<file path="src/hcr_map.svh">
// Offsets, field positions, reset values and timing figures of the report handler.
`ifndef HCR_MAP_SVH
`define HCR_MAP_SVH
// Report codes carried in byte 0 of every control transfer.
`define HCR_CODE_VERSION 8'h46
`define HCR_CODE_LOCK 8'h47
`define HCR_CODE_XFER 8'h48
`define HCR_CODE_PINS 8'h49
// Transfer sizes in bytes, report code included.
`define HCR_LEN_VERSION 4'h7
`define HCR_LEN_LOCK 4'h3
`define HCR_LEN_XFER 4'h3
`define HCR_LEN_PINS 4'hD
`define HCR_BUF_BYTES 13
// Lock value reset image and the bits that name real fields.
`define HCR_LOCK_RESET 16'hFF8F
`define HCR_LOCK_VALID 16'hFF8F
// Transfer mode reset values.
`define HCR_TXW_RESET 1'h0
`define HCR_RXW_RESET 1'h0
`define HCR_LOWLAT_RESET 1'h1
// Pin setup reset values for divisors and mode bytes.
`define HCR_DIV_RESET 8'h00
`define HCR_MODE0_RESET 8'h01
`define HCR_MODE1_RESET 8'h00
// Mode byte field positions.
`define HCR_M1_CLK_EN 0
`define HCR_M1_TXT_EN 6
`define HCR_M1_RXT_EN 7
`define HCR_M0_MODEM_MSB 2
`define HCR_M0_RS485_MSB 6
`define HCR_M0_RS485_LSB 5
// Wishbone byte addresses.
`define HCR_REG_CTRL 7'h00
`define HCR_REG_STATUS 7'h04
`define HCR_REG_GPIO_LEVEL 7'h08
`define HCR_REG_GPIO_IN 7'h0C
`define HCR_REG_LOCK 7'h10
`define HCR_REG_BUF_BASE 7'h40
// Control register fields.
`define HCR_CTRL_GO 0
`define HCR_CTRL_GET 1
`define HCR_CTRL_LEN_LSB 8
// Clock output timing, in MHz.
`define HCR_SYS_MHZ 50
`define HCR_OUT_BASE_MHZ 24
`endif

</file>
<file path="src/hcr_pkg.sv">
// Types shared by the report handler modules.
`include "hcr_map.svh"
package hcr_pkg;
    // One report byte.
    typedef logic [7:0] hcr_byte_t;
    // One bit per general-purpose pin.
    typedef logic [9:0] hcr_pins_t;
    // Recognised report codes.
    typedef enum logic [7:0] {
        HCR_RPT_VERSION = `HCR_CODE_VERSION,
        HCR_RPT_LOCK = `HCR_CODE_LOCK,
        HCR_RPT_XFER = `HCR_CODE_XFER,
        HCR_RPT_PINS = `HCR_CODE_PINS
    } hcr_code_t;
endpackage : hcr_pkg

</file>
<file path="src/hcr_clk_if.sv">
// Divisor settings and generated clock level between handler and clock generator.
`timescale 1ns/1ps
interface hcr_clk_if;
    logic [7:0] div_hi; // High period divisor.
    logic [7:0] div_lo; // Low period divisor.
    logic enable; // Clock output function enabled.
    logic clk_level; // Generated clock level.
    modport ctrl (output div_hi, output div_lo, output enable, input clk_level);
    modport gen (input div_hi, input div_lo, input enable, output clk_level);
endinterface : hcr_clk_if

</file>
<file path="src/hcr_clkgen.sv">
// Divided clock output generator driven by a fractional tick enable.
`timescale 1ns/1ps
module hcr_clkgen
    import hcr_pkg::*;
(
    input wire logic clk_sys,
    input wire logic reset,
    hcr_clk_if.gen cif
);
    // Tick rate is twice the base rate so a half period of one base unit fits.
    localparam logic [6:0] TICK_STEP = 7'(2 * `HCR_OUT_BASE_MHZ);
    localparam logic [6:0] SYS_STEP = 7'(`HCR_SYS_MHZ);
    if (2 * `HCR_OUT_BASE_MHZ > `HCR_SYS_MHZ) begin : g_bad_rate
        $error("Tick rate must not exceed the system clock rate.");
    end
    logic [6:0] acc_q; // Fractional phase accumulator.
    logic [8:0] cnt_q; // Ticks spent in the current half period.
    logic phase_q; // Current clock level.
    // Accumulator sum and tick enable.
    wire [6:0] acc_sum = acc_q + TICK_STEP;
    wire tick = acc_sum >= SYS_STEP;
    // Half periods in ticks; both zero gives one tick each.
    wire both_zero = (cif.div_hi == 8'h00) && (cif.div_lo == 8'h00);
    wire [8:0] hi_len = both_zero ? 9'h001 : {cif.div_hi, 1'b0};
    wire [8:0] lo_len = both_zero ? 9'h001 : {cif.div_lo, 1'b0};
    wire [8:0] cur_len = phase_q ? hi_len : lo_len;
    wire [8:0] oth_len = phase_q ? lo_len : hi_len;
    wire half_end = (cnt_q + 9'h001) >= cur_len;
    assign cif.clk_level = phase_q;
    // Accumulator runs freely; the tick is an enable, not a clock.
    always_ff @(posedge clk_sys or posedge reset) begin
        if (reset) begin
            acc_q <= 7'h00;
        end else begin
            acc_q <= tick ? 7'(acc_sum - SYS_STEP) : acc_sum;
        end
    end
    // Half period counter; a zero-length phase is skipped so the level stays put.
    always_ff @(posedge clk_sys or posedge reset) begin
        if (reset) begin
            cnt_q <= 9'h000;
            phase_q <= 1'b0;
        end else if (!cif.enable) begin
            cnt_q <= 9'h000;
            phase_q <= 1'b0;
        end else if (tick) begin
            if (half_end) begin
                cnt_q <= 9'h000;
                phase_q <= (oth_len == 9'h000) ? phase_q : ~phase_q;
            end else begin
                cnt_q <= cnt_q + 9'h001;
            end
        end
    end
endmodule : hcr_clkgen

</file>
<file path="src/hcr_top.sv">
// Configuration report handler with Wishbone access and pin control.
`timescale 1ns/1ps
// Contract
// Version query returns product byte and revision
// Lock report code 0x47, three bytes
// Zero bit in lock value locks field
// Locked fields never unlock or change; lock bits never return to one, but no field write checks them
// All-zero lock value locks every field
// Lock bits map thirteen fields, 6:4 reserved
// Transfer mode code 0x48, TX wide default off
// Offset 2 bit 0 enables RX wide
// Offset 2 bit 1 low latency, default on
// Pin setup code 0x49, thirteen byte layout
// Direction bit zero input, one output
// Drive bit zero open drain, one push-pull
// Pull-up bit enables weak pull-up on input
// Pull-down enabled unless pull-up also set
// Pin settings apply at once, volatile
// Special function pins ignore pin fields
// Power-up pin defaults from stored configuration
// Offsets 9 and 10 set clock divisors
// Mode bytes control half-duplex, clock, toggles
// Clock is base over divisor sum
// Clock output only when mode bit set
// Field bits map to ten pins
// Unknown code or wrong length rejected unchanged
module hcr_top
    import hcr_pkg::*;
#(
    parameter hcr_byte_t PRODUCT_ID_LOW = 8'hA5, // Arbitrary value.
    parameter hcr_byte_t REVISION = 8'h3C // Arbitrary value.
) (
    input wire logic clk_sys,
    input wire logic reset,
    input wire logic wb_cyc_i,
    input wire logic wb_stb_i,
    input wire logic wb_we_i,
    input wire logic [6:0] wb_adr_i,
    input wire logic [3:0] wb_sel_i,
    input wire logic [31:0] wb_dat_i,
    output logic [31:0] wb_dat_o,
    output logic wb_ack_o,
    input wire logic [9:0] pin_i,
    output logic [9:0] pin_o,
    output logic [9:0] pin_oe_n,
    output logic [9:0] pin_pu_en,
    output logic [9:0] pin_pd_en,
    input wire logic [9:0] sf_level,
    input wire logic [9:0] sf_drive,
    input wire logic [15:0] stored_dir,
    input wire logic [15:0] stored_drv,
    input wire logic [15:0] stored_pu,
    input wire logic [15:0] stored_pd,
    output logic tx_wide,
    output logic rx_wide,
    output logic low_latency,
    output logic [15:0] lock_state
);

    // Gathers the ten pin bits out of a 16-bit pin field.
    function automatic hcr_pins_t pins_of(input logic [15:0] f);
        pins_of = {f[13:10], f[7:6], f[3:0]};
    endfunction : pins_of

    hcr_clk_if cif (); // Link to the clock generator.

    // Bus side state.
    logic ack_q; // Registered acknowledge.
    logic [31:0] dat_q; // Registered read data.
    logic go_q; // One-cycle pulse that runs the loaded report.
    logic get_q; // Report direction: one for control-in.
    logic [3:0] len_q; // Transfer size in bytes.
    logic done_q; // Last report finished.
    logic reject_q; // Last report refused.
    logic [9:0] level_q; // Software output level of each GPIO.
    logic [9:0] meta_q; // First synchroniser stage of the pins.
    logic [9:0] sync_q; // Synchronised pin levels.
    hcr_byte_t buf_q [0:`HCR_BUF_BYTES-1]; // Report byte buffer.
    hcr_byte_t rsp [0:`HCR_BUF_BYTES-1]; // Answer image for a get.

    // Configuration state.
    logic [15:0] lock_q; // Field lock bits, zero means locked.
    logic txw_q; // Transmit wide mode.
    logic rxw_q; // Receive wide mode.
    logic lowlat_q; // Low latency receive.
    logic [15:0] dir_q; // Pin direction field.
    logic [15:0] drv_q; // Pin drive type field.
    logic [15:0] pu_q; // Pull-up field.
    logic [15:0] pd_q; // Pull-down field.
    hcr_byte_t divhi_q; // Clock high divisor.
    hcr_byte_t divlo_q; // Clock low divisor.
    hcr_byte_t mode0_q; // Half-duplex control byte.
    hcr_byte_t mode1_q; // Clock and toggle control byte.
    logic boot_q; // Set until stored pin defaults are loaded.

    // Bus decode.
    wire wb_req = wb_cyc_i && wb_stb_i;
    wire ack_d = wb_req && !ack_q;
    wire wr_now = wb_req && wb_we_i && ack_q;
    wire hit_ctrl = wb_adr_i == `HCR_REG_CTRL;
    wire hit_stat = wb_adr_i == `HCR_REG_STATUS;
    wire hit_level = wb_adr_i == `HCR_REG_GPIO_LEVEL;
    wire hit_in = wb_adr_i == `HCR_REG_GPIO_IN;
    wire hit_lock = wb_adr_i == `HCR_REG_LOCK;
    wire [3:0] buf_idx = wb_adr_i[5:2];
    wire hit_buf = (wb_adr_i[6] == 1'(`HCR_REG_BUF_BASE >> 6))
        && (buf_idx < 4'(`HCR_BUF_BYTES)) && (wb_adr_i[1:0] == 2'h0);
    wire [31:0] rd_buf = hit_buf ? {24'h000000, buf_q[buf_idx]} : 32'h00000000;
    wire [31:0] rd_data =
        hit_ctrl ? {20'h00000, len_q, 6'h00, get_q, 1'b0} :
        hit_stat ? {30'h00000000, reject_q, done_q} :
        hit_level ? {22'h000000, level_q} :
        hit_in ? {22'h000000, sync_q} :
        hit_lock ? {16'h0000, lock_q} : rd_buf;

    // Report dispatch on the leading code and the transfer size.
    wire [7:0] code = buf_q[0];
    wire ok_ver = (code == HCR_RPT_VERSION) && get_q && (len_q == `HCR_LEN_VERSION);
    wire ok_lock = (code == HCR_RPT_LOCK) && (len_q == `HCR_LEN_LOCK);
    wire ok_xfer = (code == HCR_RPT_XFER) && (len_q == `HCR_LEN_XFER);
    wire ok_pins = (code == HCR_RPT_PINS) && (len_q == `HCR_LEN_PINS);
    wire accept = ok_ver || ok_lock || ok_xfer || ok_pins;
    wire do_set = go_q && accept && !get_q;
    wire do_get = go_q && accept && get_q;
    wire [15:0] wr_word = {buf_q[1], buf_q[2]};
    // Only ones can turn into zeros; reserved bits stay as they read.
    wire [15:0] lock_d = lock_q & (wr_word | ~`HCR_LOCK_VALID);

    // Answer image: untouched bytes read back as loaded.
    always_comb begin
        for (int i = 0; i < `HCR_BUF_BYTES; i++) begin
            rsp[i] = buf_q[i];
        end
        if (code == HCR_RPT_VERSION) begin
            rsp[1] = PRODUCT_ID_LOW;
            rsp[2] = REVISION;
            for (int i = 3; i < 7; i++) begin
                rsp[i] = 8'h00;
            end
        end else if (code == HCR_RPT_LOCK) begin
            rsp[1] = lock_q[15:8];
            rsp[2] = lock_q[7:0];
        end else if (code == HCR_RPT_XFER) begin
            rsp[1] = {7'h00, txw_q};
            rsp[2] = {6'h00, lowlat_q, rxw_q};
        end else if (code == HCR_RPT_PINS) begin
            {rsp[1], rsp[2]} = dir_q;
            {rsp[3], rsp[4]} = drv_q;
            {rsp[5], rsp[6]} = pu_q;
            {rsp[7], rsp[8]} = pd_q;
            rsp[9] = divhi_q;
            rsp[10] = divlo_q;
            rsp[11] = mode0_q;
            rsp[12] = mode1_q;
        end
    end

    // Pin function decode.
    wire [2:0] modem = mode0_q[`HCR_M0_MODEM_MSB:0];
    wire [1:0] rs485_sel = mode0_q[`HCR_M0_RS485_MSB:`HCR_M0_RS485_LSB];
    wire modem_rts = (modem == 3'h1) || (modem == 3'h3) || (modem == 3'h4);
    wire [9:0] sf_mask = {
        {2{modem == 3'h2}}, 2'b00,
        mode1_q[`HCR_M1_RXT_EN], mode1_q[`HCR_M1_TXT_EN],
        rs485_sel != 2'h0, modem == 3'h1, modem_rts,
        mode1_q[`HCR_M1_CLK_EN]};
    wire [9:0] dir_p = pins_of(dir_q);
    wire [9:0] drv_p = pins_of(drv_q);
    wire [9:0] pu_p = pins_of(pu_q);
    wire [9:0] pd_p = pins_of(pd_q);
    // Open drain drives only the low level; push-pull drives both.
    wire [9:0] gpio_oe = dir_p & (drv_p | ~level_q);
    wire [9:0] sf_o = {sf_level[9:1], cif.clk_level};
    wire [9:0] sf_oe = {sf_drive[9:1], 1'b1};
    wire [9:0] oe_d = (sf_mask & sf_oe) | (~sf_mask & gpio_oe);
    wire [9:0] o_d = (sf_mask & sf_o) | (~sf_mask & level_q);
    wire [9:0] pu_d = ~sf_mask & ~dir_p & pu_p;
    wire [9:0] pd_d = ~sf_mask & ~dir_p & pd_p & ~pu_p;

    assign cif.div_hi = divhi_q;
    assign cif.div_lo = divlo_q;
    assign cif.enable = mode1_q[`HCR_M1_CLK_EN];

    hcr_clkgen u_clkgen (
        .clk_sys(clk_sys),
        .reset(reset),
        .cif(cif.gen)
    );

    // Bus answer: ack one cycle after the request, data with it.
    always_ff @(posedge clk_sys or posedge reset) begin
        if (reset) begin
            ack_q <= 1'b0;
            dat_q <= 32'h00000000;
        end else begin
            ack_q <= ack_d;
            dat_q <= (ack_d && !wb_we_i) ? rd_data : 32'h00000000;
        end
    end

    // Control, status and GPIO level registers; a finish wins over a new start.
    always_ff @(posedge clk_sys or posedge reset) begin
        if (reset) begin
            go_q <= 1'b0;
            get_q <= 1'b0;
            len_q <= 4'h0;
            done_q <= 1'b0;
            reject_q <= 1'b0;
            level_q <= 10'h000;
        end else begin
            go_q <= wr_now && hit_ctrl && wb_sel_i[0] && wb_dat_i[`HCR_CTRL_GO];
            if (wr_now && hit_ctrl && wb_sel_i[0]) begin
                get_q <= wb_dat_i[`HCR_CTRL_GET];
            end
            if (wr_now && hit_ctrl && wb_sel_i[1]) begin
                len_q <= wb_dat_i[`HCR_CTRL_LEN_LSB+3:`HCR_CTRL_LEN_LSB];
            end
            if (go_q) begin
                done_q <= 1'b1;
                reject_q <= !accept;
            end else if (wr_now && hit_ctrl && wb_sel_i[0] && wb_dat_i[`HCR_CTRL_GO]) begin
                done_q <= 1'b0;
                reject_q <= 1'b0;
            end
            if (wr_now && hit_level) begin
                level_q <= {wb_sel_i[1] ? wb_dat_i[9:8] : level_q[9:8],
                    wb_sel_i[0] ? wb_dat_i[7:0] : level_q[7:0]};
            end
        end
    end

    // Report buffer: a get overwrites it with the answer image.
    always_ff @(posedge clk_sys or posedge reset) begin
        if (reset) begin
            for (int i = 0; i < `HCR_BUF_BYTES; i++) begin
                buf_q[i] <= 8'h00;
            end
        end else if (do_get) begin
            for (int i = 0; i < `HCR_BUF_BYTES; i++) begin
                buf_q[i] <= rsp[i];
            end
        end else if (wr_now && hit_buf && wb_sel_i[0]) begin
            buf_q[buf_idx] <= wb_dat_i[7:0];
        end
    end

    // Lock bits and transfer mode.
    always_ff @(posedge clk_sys or posedge reset) begin
        if (reset) begin
            lock_q <= `HCR_LOCK_RESET;
            txw_q <= `HCR_TXW_RESET;
            rxw_q <= `HCR_RXW_RESET;
            lowlat_q <= `HCR_LOWLAT_RESET;
        end else if (do_set && ok_lock) begin
            lock_q <= lock_d;
        end else if (do_set && ok_xfer) begin
            txw_q <= buf_q[1][0];
            rxw_q <= buf_q[2][0];
            lowlat_q <= buf_q[2][1];
        end
    end

    // Pin setup: stored defaults load once after reset, then report writes apply.
    always_ff @(posedge clk_sys or posedge reset) begin
        if (reset) begin
            boot_q <= 1'b1;
            dir_q <= 16'h0000;
            drv_q <= 16'h0000;
            pu_q <= 16'h0000;
            pd_q <= 16'h0000;
            divhi_q <= `HCR_DIV_RESET;
            divlo_q <= `HCR_DIV_RESET;
            mode0_q <= `HCR_MODE0_RESET;
            mode1_q <= `HCR_MODE1_RESET;
        end else if (boot_q) begin
            boot_q <= 1'b0;
            dir_q <= stored_dir;
            drv_q <= stored_drv;
            pu_q <= stored_pu;
            pd_q <= stored_pd;
        end else if (do_set && ok_pins) begin
            dir_q <= wr_word;
            drv_q <= {buf_q[3], buf_q[4]};
            pu_q <= {buf_q[5], buf_q[6]};
            pd_q <= {buf_q[7], buf_q[8]};
            divhi_q <= buf_q[9];
            divlo_q <= buf_q[10];
            mode0_q <= buf_q[11];
            mode1_q <= buf_q[12];
        end
    end

    // Pin synchroniser and registered pin level, enable and pull outputs.
    always_ff @(posedge clk_sys or posedge reset) begin
        if (reset) begin
            meta_q <= 10'h000;
            sync_q <= 10'h000;
            pin_o <= 10'h000;
            pin_oe_n <= 10'h3FF;
            pin_pu_en <= 10'h000;
            pin_pd_en <= 10'h000;
        end else begin
            meta_q <= pin_i;
            sync_q <= meta_q;
            pin_o <= o_d;
            pin_oe_n <= ~oe_d;
            pin_pu_en <= pu_d;
            pin_pd_en <= pd_d;
        end
    end

    assign wb_ack_o = ack_q;
    assign wb_dat_o = dat_q;
    assign tx_wide = txw_q;
    assign rx_wide = rxw_q;
    assign low_latency = lowlat_q;
    assign lock_state = lock_q;
endmodule : hcr_top

</file>
<file path="config.mk">
export PLATFORM = sky130hd
export DESIGN_NAME = hcr_top
export DESIGN_NICKNAME = d
export VERILOG_FILES = /design/src/hcr_pkg.sv /design/src/hcr_clk_if.sv /design/src/hcr_clkgen.sv /design/src/hcr_top.sv
export VERILOG_INCLUDE_DIRS = /design/src /design/src/src
export SDC_FILE = /design/constraint.sdc
export NUM_CORES = 1
export LEC_CHECK = 0
export BUFFER_PORTS_ARGS = -buffer_cell sky130_fd_sc_hd__buf_2
export CORE_MARGIN = 5
export CORE_UTILIZATION = 25
export CTS_CLUSTER_DIAMETER = 120
export CTS_CLUSTER_SIZE = 8
export DETAILED_ROUTE_END_ITERATION = 16
export PLACE_DENSITY = 0.45
export SKIP_LAST_GASP = 1
export SYNTH_ARGS = -nofsm -noshare
export SYNTH_HDL_FRONTEND = slang
export SYNTH_SLANG_ARGS = --single-unit
</file>
<file path="constraint.sdc">
create_clock -name clk_sys -period 17.2 [get_ports clk_sys]
set_clock_uncertainty 0.2 [all_clocks]
set_input_delay 2.58 -clock clk_sys [delete_from_list [all_inputs] [get_ports clk_sys]]
set_output_delay 2.58 -clock clk_sys [all_outputs]
set_load 0.02 [all_outputs]
</file>
==> impl_metrics.yaml <==
drt:
  drtAntennaViolNets: 0
  drt-pass1-iter-count: 5
  via_per_inst: 5.11
  vias: 13300
  wirelength_um: 62600
  drc: 0
  wl_per_cell_um: 24.0
  drtIter0Drc: 1028
timing:
  rsz0062_at_grt: "false"
  fin_crit_sh_pct: 31.7
  maxSlewHeadroom_pct: 16.4
  worst_pin_slew_ns: 1.24
  fmax_mhz: 183
  finalSetupViolCount: 0
  hold_violations: 0
  drv_slew: 0
  tns_ns: 0
  fin_crit_ns: 5.45
  holdWs_ns: 0.148
global_route:
  grt_max_degree: 134
  grt_first_pass_wirelength_um: 93200
  grt_pass1_vias: 13800
  antenna_found_initial: 3
  overflow: 0
  grt_usage_pct: 16.6
setup_path:
  critPathTopFamily: "compound AO/OA/AOI/OAI gates"
  cp_max_fo: 37
  r2r_cells: 6
  cp-end-kind: "flop"
  critPathMaxStageDelay_ns: 1.31
  critPathKind: "in2reg"
  cp-start-kind: "primary input"
  path_depth: 6
  worstPathRequired_ns: 17.38
  path_cells: "buf_2 > buf_4 > o211ai_1 > nand4_1 > o31ai_1 > a211oi_1"
  slowest_stage: "o31ai_1"
  worstPathArrival_ns: 5.63
  crit_buf_inv: 2
clock_tree:
  ctsHoldBuffers: 0
  cts_sinks: 328
  htree_levels: 2
  cts_buffers: 47
  clock_latency_ns: 0.59
  path_clk_slew_ns: 0.05
  cts_tree: "done"
  clk_path_buf_depth: 3
  cts_root_buf: "clkbuf_16"
  post_cts_buffers: 0
  cts_resized: 0
floorplanning:
  io_pins: 234
  die_area_um2: 73200
  start_util_pct: 25.2
  die_h_um: 271
  die_x_um: 271
  core_area_um2: 67300
  rows: 95
place:
  placed_area_um2: 18600
  portBuffers: 186
  dp_hpwl_um: 43400
  place.gp.congestion: 0.850
power_and_ir_drop:
  peakVddDrop_uv: 58.8
  p_clk_share_pct: 48.4
  power_frac_seq_pct: 44.9
  p_switching_w: 0.000467
  leakage_nw: 8.83
  p_total_w: 0.00182
  power_frac_comb_pct: 6.7
  p_sw_share_pct: 25.6
  power.internal_w: 0.00136
  powerDensity_nw_per_um2: 91.4
synthesis:
  synth_ff_type: "dfrtp_1"
  synth_edf_count: 0
  async_reset_ff_share_pct: 100
  netlist_area_um2: 17000
  avgSynthCellArea_um2: 11.0
  synth.distinct_cells: 90
  ys_seq_area_share_pct: 48.6
  netlist_instances: 1539
  ys_ff_latch: 328
  yosys_warnings: 0
layout:
  diodes: 0
  nets: 1851
  area_growth_pct: 17.7
  final_area_um2: 20000
  layout-drive-gt1-share_pct: 25.9
  fill_cells: 6994
  final_util_pct: 29.7
run_status:
  status: "complete, no violations"
job:
  cap_violations: 0
worst_hold_path:
  holdPathStages: 0
  hold_class: "reg2reg"
==> kinds of logic after synthesis <==
logic type	Yosys count	share of synthesized area [%]
AND/OR/NAND/NOR	404	12.7
multiplexers	237	16.4
flip-flops	328	48.6
adder cells (fa/ha/maj)	14	1.03
AO/OA/AOI/OAI	363	15.2
buffers and inverters	179	5.32
other	1	0.0221
XOR/XNOR	13	0.671
==> final timing paths <==
kind | start | to | slack [ns]
setup / recovery | wb_adr_i[2] | buf_q[1]$_DFFE_PP0P_ | 11.75
hold / removal | meta_q[0]$_DFF_PP0_ | sync_q[0]$_DFF_PP0_ | 0.15
setup reg to reg | code[0]$_DFFE_PP0P_ | buf_q[48]$_DFFE_PP0P_ | 13.25
hold reg to reg | meta_q[0]$_DFF_PP0_ | sync_q[0]$_DFF_PP0_ | 0.15
max in group asynchronous | reset | buf_q[90]$_DFFE_PP0P_ | 12.44
min in group asynchronous | reset | u_clkgen.acc_q[4]$_DFF_PP0_ | 2.02
==> layer usage <==
| layer | part of all wire [%] | global-route usage, % | vias up | routed length (um) |
|---|---|---|---|---|
| met3 | 5.1 | 2.70 | 87 | 3210 |
| li1 | - | - | 5974 | - |
| met2 | 49 | 27.5 | 429 | 30400 |
| met1 | 44 | 22.5 | 6810 | 27300 |
| met5 | 0.013 | 0 | - | 8 |
| met4 | 2.7 | 5.08 | 2 | 1680 |
==> cells in the final DEF (no fill, tap or decap), types with 15 or more instances in the layout <==
| cell type | count |
|---|---|
| a211oi_1 | 28 |
| a21oi_1 | 29 |
| a31oi_1 | 25 |
| and2_1 | 27 |
| buf_2 | 186 |
| buf_4 | 24 |
| clkbuf_1 | 34 |
| clkbuf_16 | 48 |
| conb_1 | 20 |
| dfrtp_1 | 302 |
| dfstp_2 | 25 |
| inv_1 | 55 |
| mux2_2 | 93 |
| mux2i_1 | 117 |
| mux4_2 | 23 |
| nand2_1 | 160 |
| nand3_1 | 34 |
| nor2_1 | 45 |
| nor3_1 | 21 |
| o21ai_0 | 102 |
| o22ai_1 | 35 |
| or3_1 | 18 |
| or4_1 | 15 |
==> power groups by stage <==
stage / sequential, W / combinational (W) / clock, W
5_1_grt: 0.000822 / 0.000135 / 0.000934
4_1_cts: 0.000820 / 0.000124 / 0.000908
2_1_floorplan: 0.000829 / 0.0000690 / 0
6_report: 0.000819 / 0.000122 / 0.000883
3_5_place_dp: 0.000832 / 0.000124 / 0
3_3_place_gp: 0.000832 / 0.000123 / 0
==> final cells by class <==
class                      instances  area [um2]  share of cell area, %
tap                              873        1090                   5.47
sequential                       328        8240                   41.3
inverter                          57         221                   1.11
multi-input combinational       1051        7930                   39.7
clock buffer                      82        1330                   6.65
clock inverter                     4        37.5                  0.188
timing repair buffer             210        1110                   5.56
==> synthesized netlist by cell type (14+ instances only) <==
master | n | area (um2)
buf_2 | 34 | 170
ha_1 | 14 | 175
nand2_1 | 160 | 601
o22ai_1 | 35 | 219
nor3_1 | 22 | 110
or4_1 | 15 | 113
a211oi_1 | 28 | 210
o21ai_0 | 102 | 510
mux2_2 | 93 | 1050
mux2i_1 | 117 | 1170
or3_1 | 18 | 113
nor2_1 | 45 | 169
a31oi_1 | 25 | 156
buf_4 | 30 | 225
nand3_1 | 34 | 170
inv_1 | 56 | 210
and2_1 | 27 | 169
mux4_2 | 23 | 518
clkbuf_1 | 43 | 161
dfrtp_1 | 302 | 7560
a21oi_1 | 29 | 145
dfstp_2 | 26 | 683
==> through the flow <==
stage / instances / setup WS (ns)
floorplan: 1558 / 5.38
detailed placement: 2519 / 11.28
CTS: 2605 / 11.86
global route: 2605 / 11.62
finish: 2605 / 11.75
global placement: 2519 / 11.27
==> registers in the layout, summed over array words and instances (netlist names), 13 cells and up <==
| signal | cells |
|---|---|
| buf_q | 96 |
| dir_q | 16 |
| drv_q | 16 |
| lock_state | 13 |
| pd_q | 16 |
| pu_q | 16 |
| wb_dat_o | 16 |
No activity file was read; power rests on OpenSTA's default activity.
